## src/pofc_pkg.sv

```systemverilog
// pofc_pkg: constants shared by the pulse output / count stop block.
// assumes a 10 MHz system clock; the other files take their offsets, limits and codes from here.
`default_nettype none

package pofc_pkg;

	// ==================================================================
	// register offsets (byte addresses, one word each)
	localparam logic [7:0] OFS_OUT_SELECT   = 8'h00;
	localparam logic [7:0] OFS_PULSE_FS     = 8'h04;
	localparam logic [7:0] OFS_STOP_FUNC    = 8'h08;
	localparam logic [7:0] OFS_COUNT_TARGET = 8'h0c;
	localparam logic [7:0] OFS_COMP_DELAY   = 8'h10;
	localparam logic [7:0] OFS_STATUS       = 8'h14;
	localparam logic [7:0] OFS_PULSE_COUNT  = 8'h18;
	localparam logic [7:0] OFS_CARRY        = 8'h1c;

	// ==================================================================
	// reset values and legal ranges
	localparam logic [4:0]  RST_OUT_SELECT   = 5'h00;
	localparam logic [13:0] RST_PULSE_FS     = 14'h1388;  // 5000 Hz
	localparam logic [13:0] MIN_PULSE_FS     = 14'h0096;  // 150 Hz
	localparam logic [13:0] MAX_PULSE_FS     = 14'h2710;  // 10000 Hz
	localparam logic [2:0]  RST_STOP_FUNC    = 3'h0;
	localparam logic [2:0]  MAX_STOP_FUNC    = 3'h5;
	localparam logic [19:0] RST_COUNT_TARGET = 20'h186a0; // 100000 pulses
	localparam logic [19:0] MAX_COUNT_TARGET = 20'hf423f; // 999999 pulses
	localparam logic [6:0]  RST_COMP_DELAY   = 7'h0a;     // 10 ms
	localparam logic [6:0]  MAX_COMP_DELAY   = 7'h64;     // 100 ms

	// ==================================================================
	// output selection codes
	localparam logic [4:0] SEL_NONE      = 5'h00;
	localparam logic [4:0] SEL_PULSE_REF = 5'h15;
	localparam logic [4:0] SEL_PULSE_FB  = 5'h1a;
	localparam logic [4:0] SEL_PULSE_OF  = 5'h1b;
	localparam logic [4:0] SEL_PULSE_CUR = 5'h1c;
	localparam logic [4:0] SEL_PULSE_PWR = 5'h1d;
	localparam logic [4:0] SEL_PULSE_TMP = 5'h1e;
	localparam logic [4:0] SEL_CTRL_BIT  = 5'h1f;
	localparam int         CTRL_BIT_POS  = 12;

	// heatsink temperature scale in degrees C
	localparam logic [15:0] TEMP_LOW  = 16'h0014; // 20
	localparam logic [15:0] TEMP_HIGH = 16'h0064; // 100

	// ==================================================================
	// timing
	localparam longint CLK_HZ     = 10000000;
	localparam longint MS_PER_S   = 1000;
	localparam longint CYC_PER_MS = CLK_HZ / MS_PER_S;

	// stop sequencer, gray coded along idle-run-delay-ramp
	typedef enum logic [1:0] {
		POFC_IDLE  = 2'b00,
		POFC_RUN   = 2'b01,
		POFC_DELAY = 2'b11,
		POFC_RAMP  = 2'b10
	} pofc_state_t;

endpackage : pofc_pkg

`default_nettype wire

```

## src/pofc_top.sv

```systemverilog
// pofc_top: configurable digital / pulse frequency output and precise-stop pulse counter.
// assumes measurements, status and commands come from the drive core on clk;
// only the counting input is an asynchronous pin.
`timescale 1ns/1ps
`default_nettype none

module pofc_top #(
	parameter int VAL_W = 16
) (
	// clock, reset, enable
	input  wire logic             clk,
	input  wire logic             reset,
	input  wire logic             ce,
	// register port
	input  wire logic [7:0]       reg_addr,
	input  wire logic [31:0]      reg_wdata,
	input  wire logic             reg_write,
	input  wire logic             reg_read,
	output logic      [31:0]      reg_rdata,
	// drive status and control word
	input  wire logic [25:0]      status_cond,
	input  wire logic [15:0]      ctrl_word,
	// measured quantities and their scaling bounds
	input  wire logic [VAL_W-1:0] ref_value,
	input  wire logic [VAL_W-1:0] ref_min,
	input  wire logic [VAL_W-1:0] ref_max,
	input  wire logic [VAL_W-1:0] feedback_value,
	input  wire logic [VAL_W-1:0] feedback_lower_bound,
	input  wire logic [VAL_W-1:0] feedback_upper_bound,
	input  wire logic [VAL_W-1:0] output_freq,
	input  wire logic [VAL_W-1:0] output_freq_high_limit,
	input  wire logic [VAL_W-1:0] output_current,
	input  wire logic [VAL_W-1:0] inverter_rated_current,
	input  wire logic [VAL_W-1:0] output_power,
	input  wire logic [VAL_W-1:0] motor_rated_power,
	input  wire logic [VAL_W-1:0] heatsink_temp,
	// stop control
	input  wire logic             start_cmd,
	input  wire logic             stop_cmd,
	input  wire logic             standstill,
	input  wire logic             count_pin,
	// outputs
	output logic                  digital_out,
	output logic                  internal_stop
);

	localparam int NUM_W = VAL_W + 15;
	localparam int DEN_W = VAL_W + 24;
	localparam int ACC_W = DEN_W + 1;
	localparam int DLY_W = 20 + VAL_W + 1;
	localparam logic [23:0] CLK_HZ_W = 24'(pofc_pkg::CLK_HZ);
	localparam logic [13:0] CYC_MS_W = 14'(pofc_pkg::CYC_PER_MS);

	// ==================================================================
	// functions

	// clamp a value into [lo,hi] and return its offset from lo
	function automatic logic [VAL_W-1:0] span_num(input logic [VAL_W-1:0] v,
		input logic [VAL_W-1:0] lo, input logic [VAL_W-1:0] hi);
		logic [VAL_W-1:0] r;
		r = '0;
		if (hi <= lo)
			r = '0;
		else if (v <= lo)
			r = '0;
		else if (v >= hi)
			r = hi - lo;
		else
			r = v - lo;
		return r;
	endfunction : span_num

	// width of the interval, never zero so the accumulator never wraps every cycle
	function automatic logic [VAL_W-1:0] span_den(input logic [VAL_W-1:0] lo,
		input logic [VAL_W-1:0] hi);
		logic [VAL_W-1:0] r;
		r = '0;
		if (hi <= lo)
			r = {{(VAL_W-1){1'b0}}, 1'b1};
		else
			r = hi - lo;
		return r;
	endfunction : span_den

	// ==================================================================
	// registers
	logic [4:0]  out_select;
	logic [13:0] pulse_fs;
	logic [2:0]  stop_func;
	logic [19:0] count_target;
	logic [6:0]  comp_delay;
	logic        wr_hit;

	assign wr_hit = ce && reg_write;

	// software configuration; out-of-range writes are clamped, except out_select, which keeps only the low 5 bits
	always_ff @(posedge clk) begin
		if (reset) begin
			out_select   <= pofc_pkg::RST_OUT_SELECT;
			pulse_fs     <= pofc_pkg::RST_PULSE_FS;
			stop_func    <= pofc_pkg::RST_STOP_FUNC;
			count_target <= pofc_pkg::RST_COUNT_TARGET;
			comp_delay   <= pofc_pkg::RST_COMP_DELAY;
		end else if (wr_hit) begin
			case (reg_addr)
				pofc_pkg::OFS_OUT_SELECT: begin
					out_select <= reg_wdata[4:0];
				end
				pofc_pkg::OFS_PULSE_FS: begin
					if (reg_wdata[31:0] < 32'(pofc_pkg::MIN_PULSE_FS))
						pulse_fs <= pofc_pkg::MIN_PULSE_FS;
					else if (reg_wdata[31:0] > 32'(pofc_pkg::MAX_PULSE_FS))
						pulse_fs <= pofc_pkg::MAX_PULSE_FS;
					else
						pulse_fs <= reg_wdata[13:0];
				end
				pofc_pkg::OFS_STOP_FUNC: begin
					if (reg_wdata[31:0] > 32'(pofc_pkg::MAX_STOP_FUNC))
						stop_func <= pofc_pkg::MAX_STOP_FUNC;
					else
						stop_func <= reg_wdata[2:0];
				end
				pofc_pkg::OFS_COUNT_TARGET: begin
					if (reg_wdata[31:0] > 32'(pofc_pkg::MAX_COUNT_TARGET))
						count_target <= pofc_pkg::MAX_COUNT_TARGET;
					else
						count_target <= reg_wdata[19:0];
				end
				pofc_pkg::OFS_COMP_DELAY: begin
					if (reg_wdata[31:0] > 32'(pofc_pkg::MAX_COMP_DELAY))
						comp_delay <= pofc_pkg::MAX_COMP_DELAY;
					else
						comp_delay <= reg_wdata[6:0];
				end
				default: begin
				end
			endcase
		end
	end

	// ==================================================================
	// output selection
	logic [VAL_W-1:0] sel_num;
	logic [VAL_W-1:0] sel_den;
	logic             pulse_mode;
	logic             level_out;

	// pick the quantity to scale and the interval it spans
	always_comb begin
		sel_num    = '0;
		sel_den    = {{(VAL_W-1){1'b0}}, 1'b1};
		pulse_mode = 1'b1;
		level_out  = 1'b0;
		case (out_select)
			pofc_pkg::SEL_NONE: begin
				pulse_mode = 1'b0;
				level_out  = 1'b0;
			end
			pofc_pkg::SEL_PULSE_REF: begin
				sel_num = span_num(ref_value, ref_min, ref_max);
				sel_den = span_den(ref_min, ref_max);
			end
			pofc_pkg::SEL_PULSE_FB: begin
				sel_num = span_num(feedback_value, feedback_lower_bound, feedback_upper_bound);
				sel_den = span_den(feedback_lower_bound, feedback_upper_bound);
			end
			pofc_pkg::SEL_PULSE_OF: begin
				sel_num = span_num(output_freq, '0, output_freq_high_limit);
				sel_den = span_den('0, output_freq_high_limit);
			end
			pofc_pkg::SEL_PULSE_CUR: begin
				sel_num = span_num(output_current, '0, inverter_rated_current);
				sel_den = span_den('0, inverter_rated_current);
			end
			pofc_pkg::SEL_PULSE_PWR: begin
				sel_num = span_num(output_power, '0, motor_rated_power);
				sel_den = span_den('0, motor_rated_power);
			end
			pofc_pkg::SEL_PULSE_TMP: begin
				sel_num = span_num(heatsink_temp, VAL_W'(pofc_pkg::TEMP_LOW),
					VAL_W'(pofc_pkg::TEMP_HIGH));
				sel_den = span_den(VAL_W'(pofc_pkg::TEMP_LOW), VAL_W'(pofc_pkg::TEMP_HIGH));
			end
			pofc_pkg::SEL_CTRL_BIT: begin
				pulse_mode = 1'b0;
				level_out  = ctrl_word[pofc_pkg::CTRL_BIT_POS];
			end
			default: begin
				// codes 1-20 and 22-25 mirror the status list
				pulse_mode = 1'b0;
				level_out  = status_cond[out_select];
			end
		endcase
	end

	// ==================================================================
	// phase accumulator: adds 2*num*fs each cycle and wraps at den*fclk,
	// each wrap toggles the output, giving a square wave of num*fs/den Hz.
	// the accumulator restarts only under a level selection, so on a pulse config
	// change the running half period simply continues at the new rate instead of glitching.
	logic [NUM_W-1:0] acc_step;
	logic [DEN_W-1:0] acc_wrap;
	logic [ACC_W-1:0] acc;
	logic [ACC_W-1:0] next_acc;
	logic             pulse_level;

	assign acc_step = NUM_W'({sel_num, 1'b0} * pulse_fs);
	assign acc_wrap = DEN_W'(sel_den * CLK_HZ_W);
	assign next_acc = acc + ACC_W'(acc_step);

	always_ff @(posedge clk) begin
		if (reset) begin
			acc         <= '0;
			pulse_level <= 1'b0;
		end else if (ce) begin
			if (!pulse_mode) begin
				acc         <= '0;
				pulse_level <= 1'b0;
			end else if (next_acc >= ACC_W'(acc_wrap)) begin
				acc         <= next_acc - ACC_W'(acc_wrap);
				pulse_level <= ~pulse_level;
			end else begin
				acc <= next_acc;
			end
		end
	end

	// registered output pin
	always_ff @(posedge clk) begin
		if (reset)
			digital_out <= 1'b0;
		else if (ce)
			digital_out <= pulse_mode ? pulse_level : level_out;
	end

	// ==================================================================
	// counting input: two-stage synchroniser then edge detect.
	// at 10 MHz a 67.6 kHz input leaves ~74 cycles per half period.
	logic cnt_meta;
	logic cnt_sync;
	logic cnt_prev;
	logic cnt_edge;

	always_ff @(posedge clk) begin
		if (reset) begin
			cnt_meta <= 1'b0;
			cnt_sync <= 1'b0;
			cnt_prev <= 1'b0;
		end else if (ce) begin
			cnt_meta <= count_pin;
			cnt_sync <= cnt_meta;
			cnt_prev <= cnt_sync;
		end
	end

	assign cnt_edge = cnt_sync && !cnt_prev;

	// start and stop edges from the core
	logic start_prev;
	logic stop_prev;
	logic start_edge;
	logic stop_edge;

	always_ff @(posedge clk) begin
		if (reset) begin
			start_prev <= 1'b0;
			stop_prev  <= 1'b0;
		end else if (ce) begin
			start_prev <= start_cmd;
			stop_prev  <= stop_cmd;
		end
	end

	assign start_edge = start_cmd && !start_prev;
	assign stop_edge  = stop_cmd && !stop_prev;

	// ==================================================================
	// stop sequencer: idle, run, optional speed-compensation delay, ramp to standstill.
	// counter modes are 1,2,4,5; speed-compensated modes are 3,4,5
	function automatic logic is_comp_mode(input logic [2:0] f);
		return (f == 3'h3) || (f == 3'h4) || (f == 3'h5);
	endfunction : is_comp_mode

	pofc_pkg::pofc_state_t state;
	pofc_pkg::pofc_state_t next_state;
	logic [19:0]      pulse_count;
	logic [19:0]      ramp_count;
	logic [19:0]      carry_count;
	logic [19:0]      eff_target;
	logic [VAL_W-1:0] speed_gap;
	logic [DLY_W-1:0] dly_acc;
	logic [DLY_W-1:0] dly_goal;
	logic [DLY_W-1:0] next_goal;
	logic [DLY_W-1:0] dly_step;
	logic             count_hit;
	logic             stop_req;

	// the carried ramp-down pulses shorten the next run, never below zero
	assign eff_target = (carry_count >= count_target) ? 20'h0 : count_target - carry_count;
	assign count_hit  = (stop_func == 3'h1 || stop_func == 3'h2 || stop_func == 3'h4 || stop_func == 3'h5)
		&& (pulse_count + 20'(cnt_edge) >= eff_target);
	assign stop_req   = stop_edge || count_hit;
	// delay scales with the speed deficit: accumulate fmax per cycle up to delay*(fmax-f)
	assign speed_gap  = (output_freq >= output_freq_high_limit) ? '0 : output_freq_high_limit - output_freq;
	assign dly_step   = DLY_W'(output_freq_high_limit);
	assign next_goal  = is_comp_mode(stop_func) ?
		DLY_W'(DLY_W'(comp_delay) * DLY_W'(CYC_MS_W) * DLY_W'(speed_gap)) : '0;

	always_comb begin
		next_state = state;
		case (state)
			pofc_pkg::POFC_IDLE: begin
				if (start_edge)
					next_state = pofc_pkg::POFC_RUN;
			end
			pofc_pkg::POFC_RUN: begin
				if (stop_req && next_goal != '0)
					next_state = pofc_pkg::POFC_DELAY;
				else if (stop_req)
					next_state = pofc_pkg::POFC_RAMP;
			end
			pofc_pkg::POFC_DELAY: begin
				if (dly_acc + dly_step >= dly_goal)
					next_state = pofc_pkg::POFC_RAMP;
			end
			pofc_pkg::POFC_RAMP: begin
				if (standstill)
					next_state = pofc_pkg::POFC_IDLE;
			end
			default: begin
				next_state = pofc_pkg::POFC_IDLE;
			end
		endcase
	end

	always_ff @(posedge clk) begin
		if (reset) begin
			state         <= pofc_pkg::POFC_IDLE;
			internal_stop <= 1'b0;
		end else if (ce) begin
			state         <= next_state;
			internal_stop <= next_state == pofc_pkg::POFC_RAMP;
		end
	end

	// run pulses, cleared on the start edge only, so a held start never re-arms
	always_ff @(posedge clk) begin
		if (reset)
			pulse_count <= '0;
		else if (ce && state == pofc_pkg::POFC_IDLE && start_edge)
			pulse_count <= '0;
		else if (ce && state == pofc_pkg::POFC_RUN && cnt_edge && pulse_count != pofc_pkg::MAX_COUNT_TARGET)
			pulse_count <= pulse_count + 20'h1;
	end

	// ramp-down pulses: dropped in reset modes, carried in no-reset modes
	always_ff @(posedge clk) begin
		if (reset) begin
			ramp_count  <= '0;
			carry_count <= '0;
		end else if (ce) begin
			if (state != pofc_pkg::POFC_RAMP) begin
				ramp_count <= '0;
			end else if (standstill) begin
				ramp_count  <= '0;
				carry_count <= (stop_func == 3'h2 || stop_func == 3'h5) ? ramp_count : 20'h0;
			end else if (cnt_edge && ramp_count != pofc_pkg::MAX_COUNT_TARGET) begin
				ramp_count <= ramp_count + 20'h1;
			end
		end
	end

	// the goal is latched while running so a speed change during the delay is ignored
	always_ff @(posedge clk) begin
		if (reset) begin
			dly_acc  <= '0;
			dly_goal <= '0;
		end else if (ce && state == pofc_pkg::POFC_RUN) begin
			dly_acc  <= '0;
			dly_goal <= next_goal;
		end else if (ce && state == pofc_pkg::POFC_DELAY) begin
			dly_acc <= dly_acc + dly_step;
		end
	end

	// ==================================================================
	// read port: data stand for one cycle after the strobe, zero otherwise
	logic [31:0] rd_mux;

	always_comb begin
		rd_mux = '0;
		case (reg_addr)
			pofc_pkg::OFS_OUT_SELECT:   rd_mux = 32'(out_select);
			pofc_pkg::OFS_PULSE_FS:     rd_mux = 32'(pulse_fs);
			pofc_pkg::OFS_STOP_FUNC:    rd_mux = 32'(stop_func);
			pofc_pkg::OFS_COUNT_TARGET: rd_mux = 32'(count_target);
			pofc_pkg::OFS_COMP_DELAY:   rd_mux = 32'(comp_delay);
			pofc_pkg::OFS_STATUS:       rd_mux = 32'({internal_stop, 2'(state)});
			pofc_pkg::OFS_PULSE_COUNT:  rd_mux = 32'(pulse_count);
			pofc_pkg::OFS_CARRY:        rd_mux = 32'(carry_count);
			default:                    rd_mux = '0;
		endcase
	end

	always_ff @(posedge clk) begin
		if (reset)
			reg_rdata <= '0;
		else if (ce)
			reg_rdata <= reg_read ? rd_mux : 32'h0;
	end
endmodule : pofc_top

`default_nettype wire

```

## config.mk

```make
export PLATFORM = sky130hd
export DESIGN_NAME = pofc_top
export DESIGN_NICKNAME = d
export VERILOG_FILES = /design/src/pofc_pkg.sv /design/src/pofc_top.sv
export SDC_FILE = /design/constraint.sdc
export NUM_CORES = 2
export LEC_CHECK = 0
export BUFFER_PORTS_ARGS = -buffer_cell sky130_fd_sc_hd__buf_2
export CORE_MARGIN = 2
export CORE_UTILIZATION = 50
export CTS_BUF_LIST = sky130_fd_sc_hd__clkbuf_16
export DETAILED_ROUTE_END_ITERATION = 8
export HOLD_SLACK_MARGIN = 0.15
export PLACE_DENSITY = 0.71
export SLEW_MARGIN = 20
export SYNTH_ARGS = -nofsm -noshare
export SYNTH_HDL_FRONTEND = slang
export SYNTH_SLANG_ARGS = --single-unit
```

## constraint.sdc

```tcl
create_clock -name clk -period 15.7 [get_ports clk]
set_input_delay 3.14 -clock clk [delete_from_list [all_inputs] [get_ports clk]]
set_output_delay 3.14 -clock clk [all_outputs]
set_load 0.005 [all_outputs]
```

==> metrics <==
share of the synthesized area in the top cell type=0.193; sequential share of power=0.212; htree depth=1; core area=0.0935 mm²; final core occ=0.592; Final min period=15320 ps; Die H=312 µm; critical path startpoint category=primary input; flops & latches, synth=249; mux share of post-synthesis cell area=0.0199; first-pass GRT wire length=242000 µm; clock latency on the worst-skew pair=630 ps; Fmax=65.3 MHz; Worst-Margin Slew=1160 ps; Post-Synth Adder-Cell Area=0.374; # hold bufs at CTS=0; hold depth=2; ys flop type=dfxtp_1; most used cell, CP=buf_4; status=completed; Routed WL=153000 µm; die area=0.0971 mm²; slew margin rel.=0.223; Worst R2R Setup Slack=2500 ps; DP Cell Count=7778; initial drt markers=4240; most common cell after layout, fill and taps aside=inv_1; met1 usage=0.419; final count of negative-setup-slack endpoints=0; register area=0.00498 mm²; all-layer global routing usage=0.308; total CTS buffers=31; TritonCTS clock tree=done; Port Buf Inserts=305; R2R depth=54; Fin Setup TNS=0 ps; Synth Area in XOR/XNOR=0.0557; gr ovfl total=0; post-synthesis compound-gate area fraction=0.167; crit path kind=in -> reg; switching power=1.30 mW; clock root buffer=clkbuf_16; final net count=8027; routed vias/inst=5.79; nature of the critical path endpoint=flip-flop; Yosys top cell by area=fa_1; max-cap violation count=0; leakage power=27.7 nW; synth unique cells=105; Post-Syn Area=0.0473 mm²; wire length per cell=19.4 µm; met2 Use GR=0.505; met3 layer usage reported by global route=0.0417; Placer Congestion=1.02; Syn Area/Cell=7.99 µm²; CP max-delay cell=fa_1; CTS clk-pin slew, worst paths=60 ps; Initial Util=0.506; Power Density=54.0 mW/mm²; # DRC=0; synth-to-layout area growth=16.9%; vias in the first global route=45100; Hold Crit Class=reg -> reg; largest net degree at the start of global routing=73; final setup margin=381 ps; Layout fillers=8531; Post-synth EDFFs=0; crit-path max FO=7; Sw Share=0.434; Req. time, crit path=16210 ps; Combinational Power Share=0.547; area of the multi-input gates=0.0388 mm²; GR peak layer=met2; final hold violation count=0; detailed-placement wirelength estimate=127000 µm; final critical-path share of the clock period=0.976; Power Total=2.99 mW; largest family of logic cells by synthesized area=adder cells; Antenna Violating Nets Remaining=0; Slew Limit Fails=0; non-filler instance count after layout=7869; DR pass1 iterations=9; total number of vias=45600; FP Rows=112; crit path DAT=15830 ps; sequential share of the synthesized area=0.105; asr flop ratio synth=0; IO Pins=333; Worst Skew=22.7 ps; share of cells above drive strength 1=0.161; initial antenna violation count=4; dpl ws=-931 ps; Synth Instances=5920; Pint=1.69 mW; Area contributors post-synth=fa_1, ha_1, dfxtp_1; most frequent cells in the layout=inv_1, ha_1, buf_4; Clock Sink Count=249; Peak VDD IR=0.000122 V; max incr delay on CP=560 ps; synthesis warning total=0; clock network power share=0.241; Die X=312 µm; Synth Area in Simple Gates=0.190; CTS max path bufs=3
layout make-up:
class                           instances  share of cell area
Clock inverter                         27             0.00382
Antenna cell                            3            0.000136
Multi-Input combinational cell       4612               0.702
Tap cell                             1254              0.0284
Timing Repair Buffer                  849               0.104
Sequential cell                       249              0.0901
Inverter                              844              0.0573
Clock buffer                           31              0.0140
critical path: cells and delay by family:
family                     cells  cell delay, ps
xor gates and xnor gates       2             340
buffers and inverters         19            2300
muxes                          2             460
adders and majority gates     10            4260
and+or+nand+nor                9            1320
AOI/OAI and AO/OA             19            3960
per-stage QoR:
stage	instance area (µm²)	hold slack, ps
global route	55300	480
finish	55300	455
global placement	53500	441
detailed placement	53500	446
CTS	54500	455
floorplan	47300	432
routing by layer:
layer,up-vias,routed length [µm],share of wire
met2,1963,69200,0.45
met5,-,0,0
met4,0,5650,0.037
met3,342,12800,0.084
li1,21500,-,-
met1,21800,65300,0.43
cell families after synthesis:
family                   after synthesis
AND/OR/NAND/NOR                     1883
AO/OA/AOI/OAI                       1189
adder cells (fa/ha/maj)             1142
buffers and inverters               1071
XOR/XNOR                             301
flip-flops                           249
multiplexers                          84
other                                  1
power by group through the flow:
stage          Clock [mW]  Sequential (mW)  Combinational [mW]
6_report            0.720            0.635                1.63
5_1_grt             0.761            0.635                1.82
4_1_cts             0.733            0.635                1.60
3_5_place_dp            0            0.649                1.59
3_3_place_gp            0            0.649                1.56
2_1_floorplan           0            0.647                1.09
flip-flops by register name (all words and copies together) (netlist names):
| register | flops |
|---|---|
| stop_func | 3 |
| reg_rdata | 20 |
| count_target | 20 |
| internal_stop | 1 |
| cnt_prev | 1 |
| start_prev | 1 |
| state | 2 |
| cnt_meta | 1 |
| cnt_sync | 1 |
| digital_out | 1 |
| dly_acc | 37 |
| dly_goal | 33 |
| comp_delay | 7 |
| pulse_level | 1 |
| pulse_count | 20 |
| stop_prev | 1 |
| out_select | 5 |
| acc | 40 |
| carry_count | 20 |
| ramp_count | 20 |
| pulse_fs | 14 |
synthesized netlist by cell type (113+ instances only):
library cell  instances
inv_1               843
ha_1                685
nor2_1              530
nand2_1             520
fa_1                456
a21oi_1             353
dfxtp_1             249
o21ai_0             203
xnor2_1             177
clkbuf_1            168
a21o_1              149
xor2_1              124
nor3_1              122
nand3_1             121
and2_1              113
path summary, 6_finish.rpt:
path,from,to
worst max-delay path,feedback_value[0],acc[7]$_SDFFE_PP0P_
worst min-delay path,dly_goal[6]$_SDFFE_PP0P_,dly_goal[6]$_SDFFE_PP0P_
worst max register to register,out_select[2]$_SDFFE_PP0P_,acc[7]$_SDFFE_PP0P_
worst min register to register,dly_goal[6]$_SDFFE_PP0P_,dly_goal[6]$_SDFFE_PP0P_
timing repair:
action	in CTS	in global routing
gates resized for setup	10	117
gates cloned	0	3
endpoints found under the setup margin	35	35
pin swaps	7	96
setup buffers	1	27
Note: power is estimated with default switching activity, not from simulation.
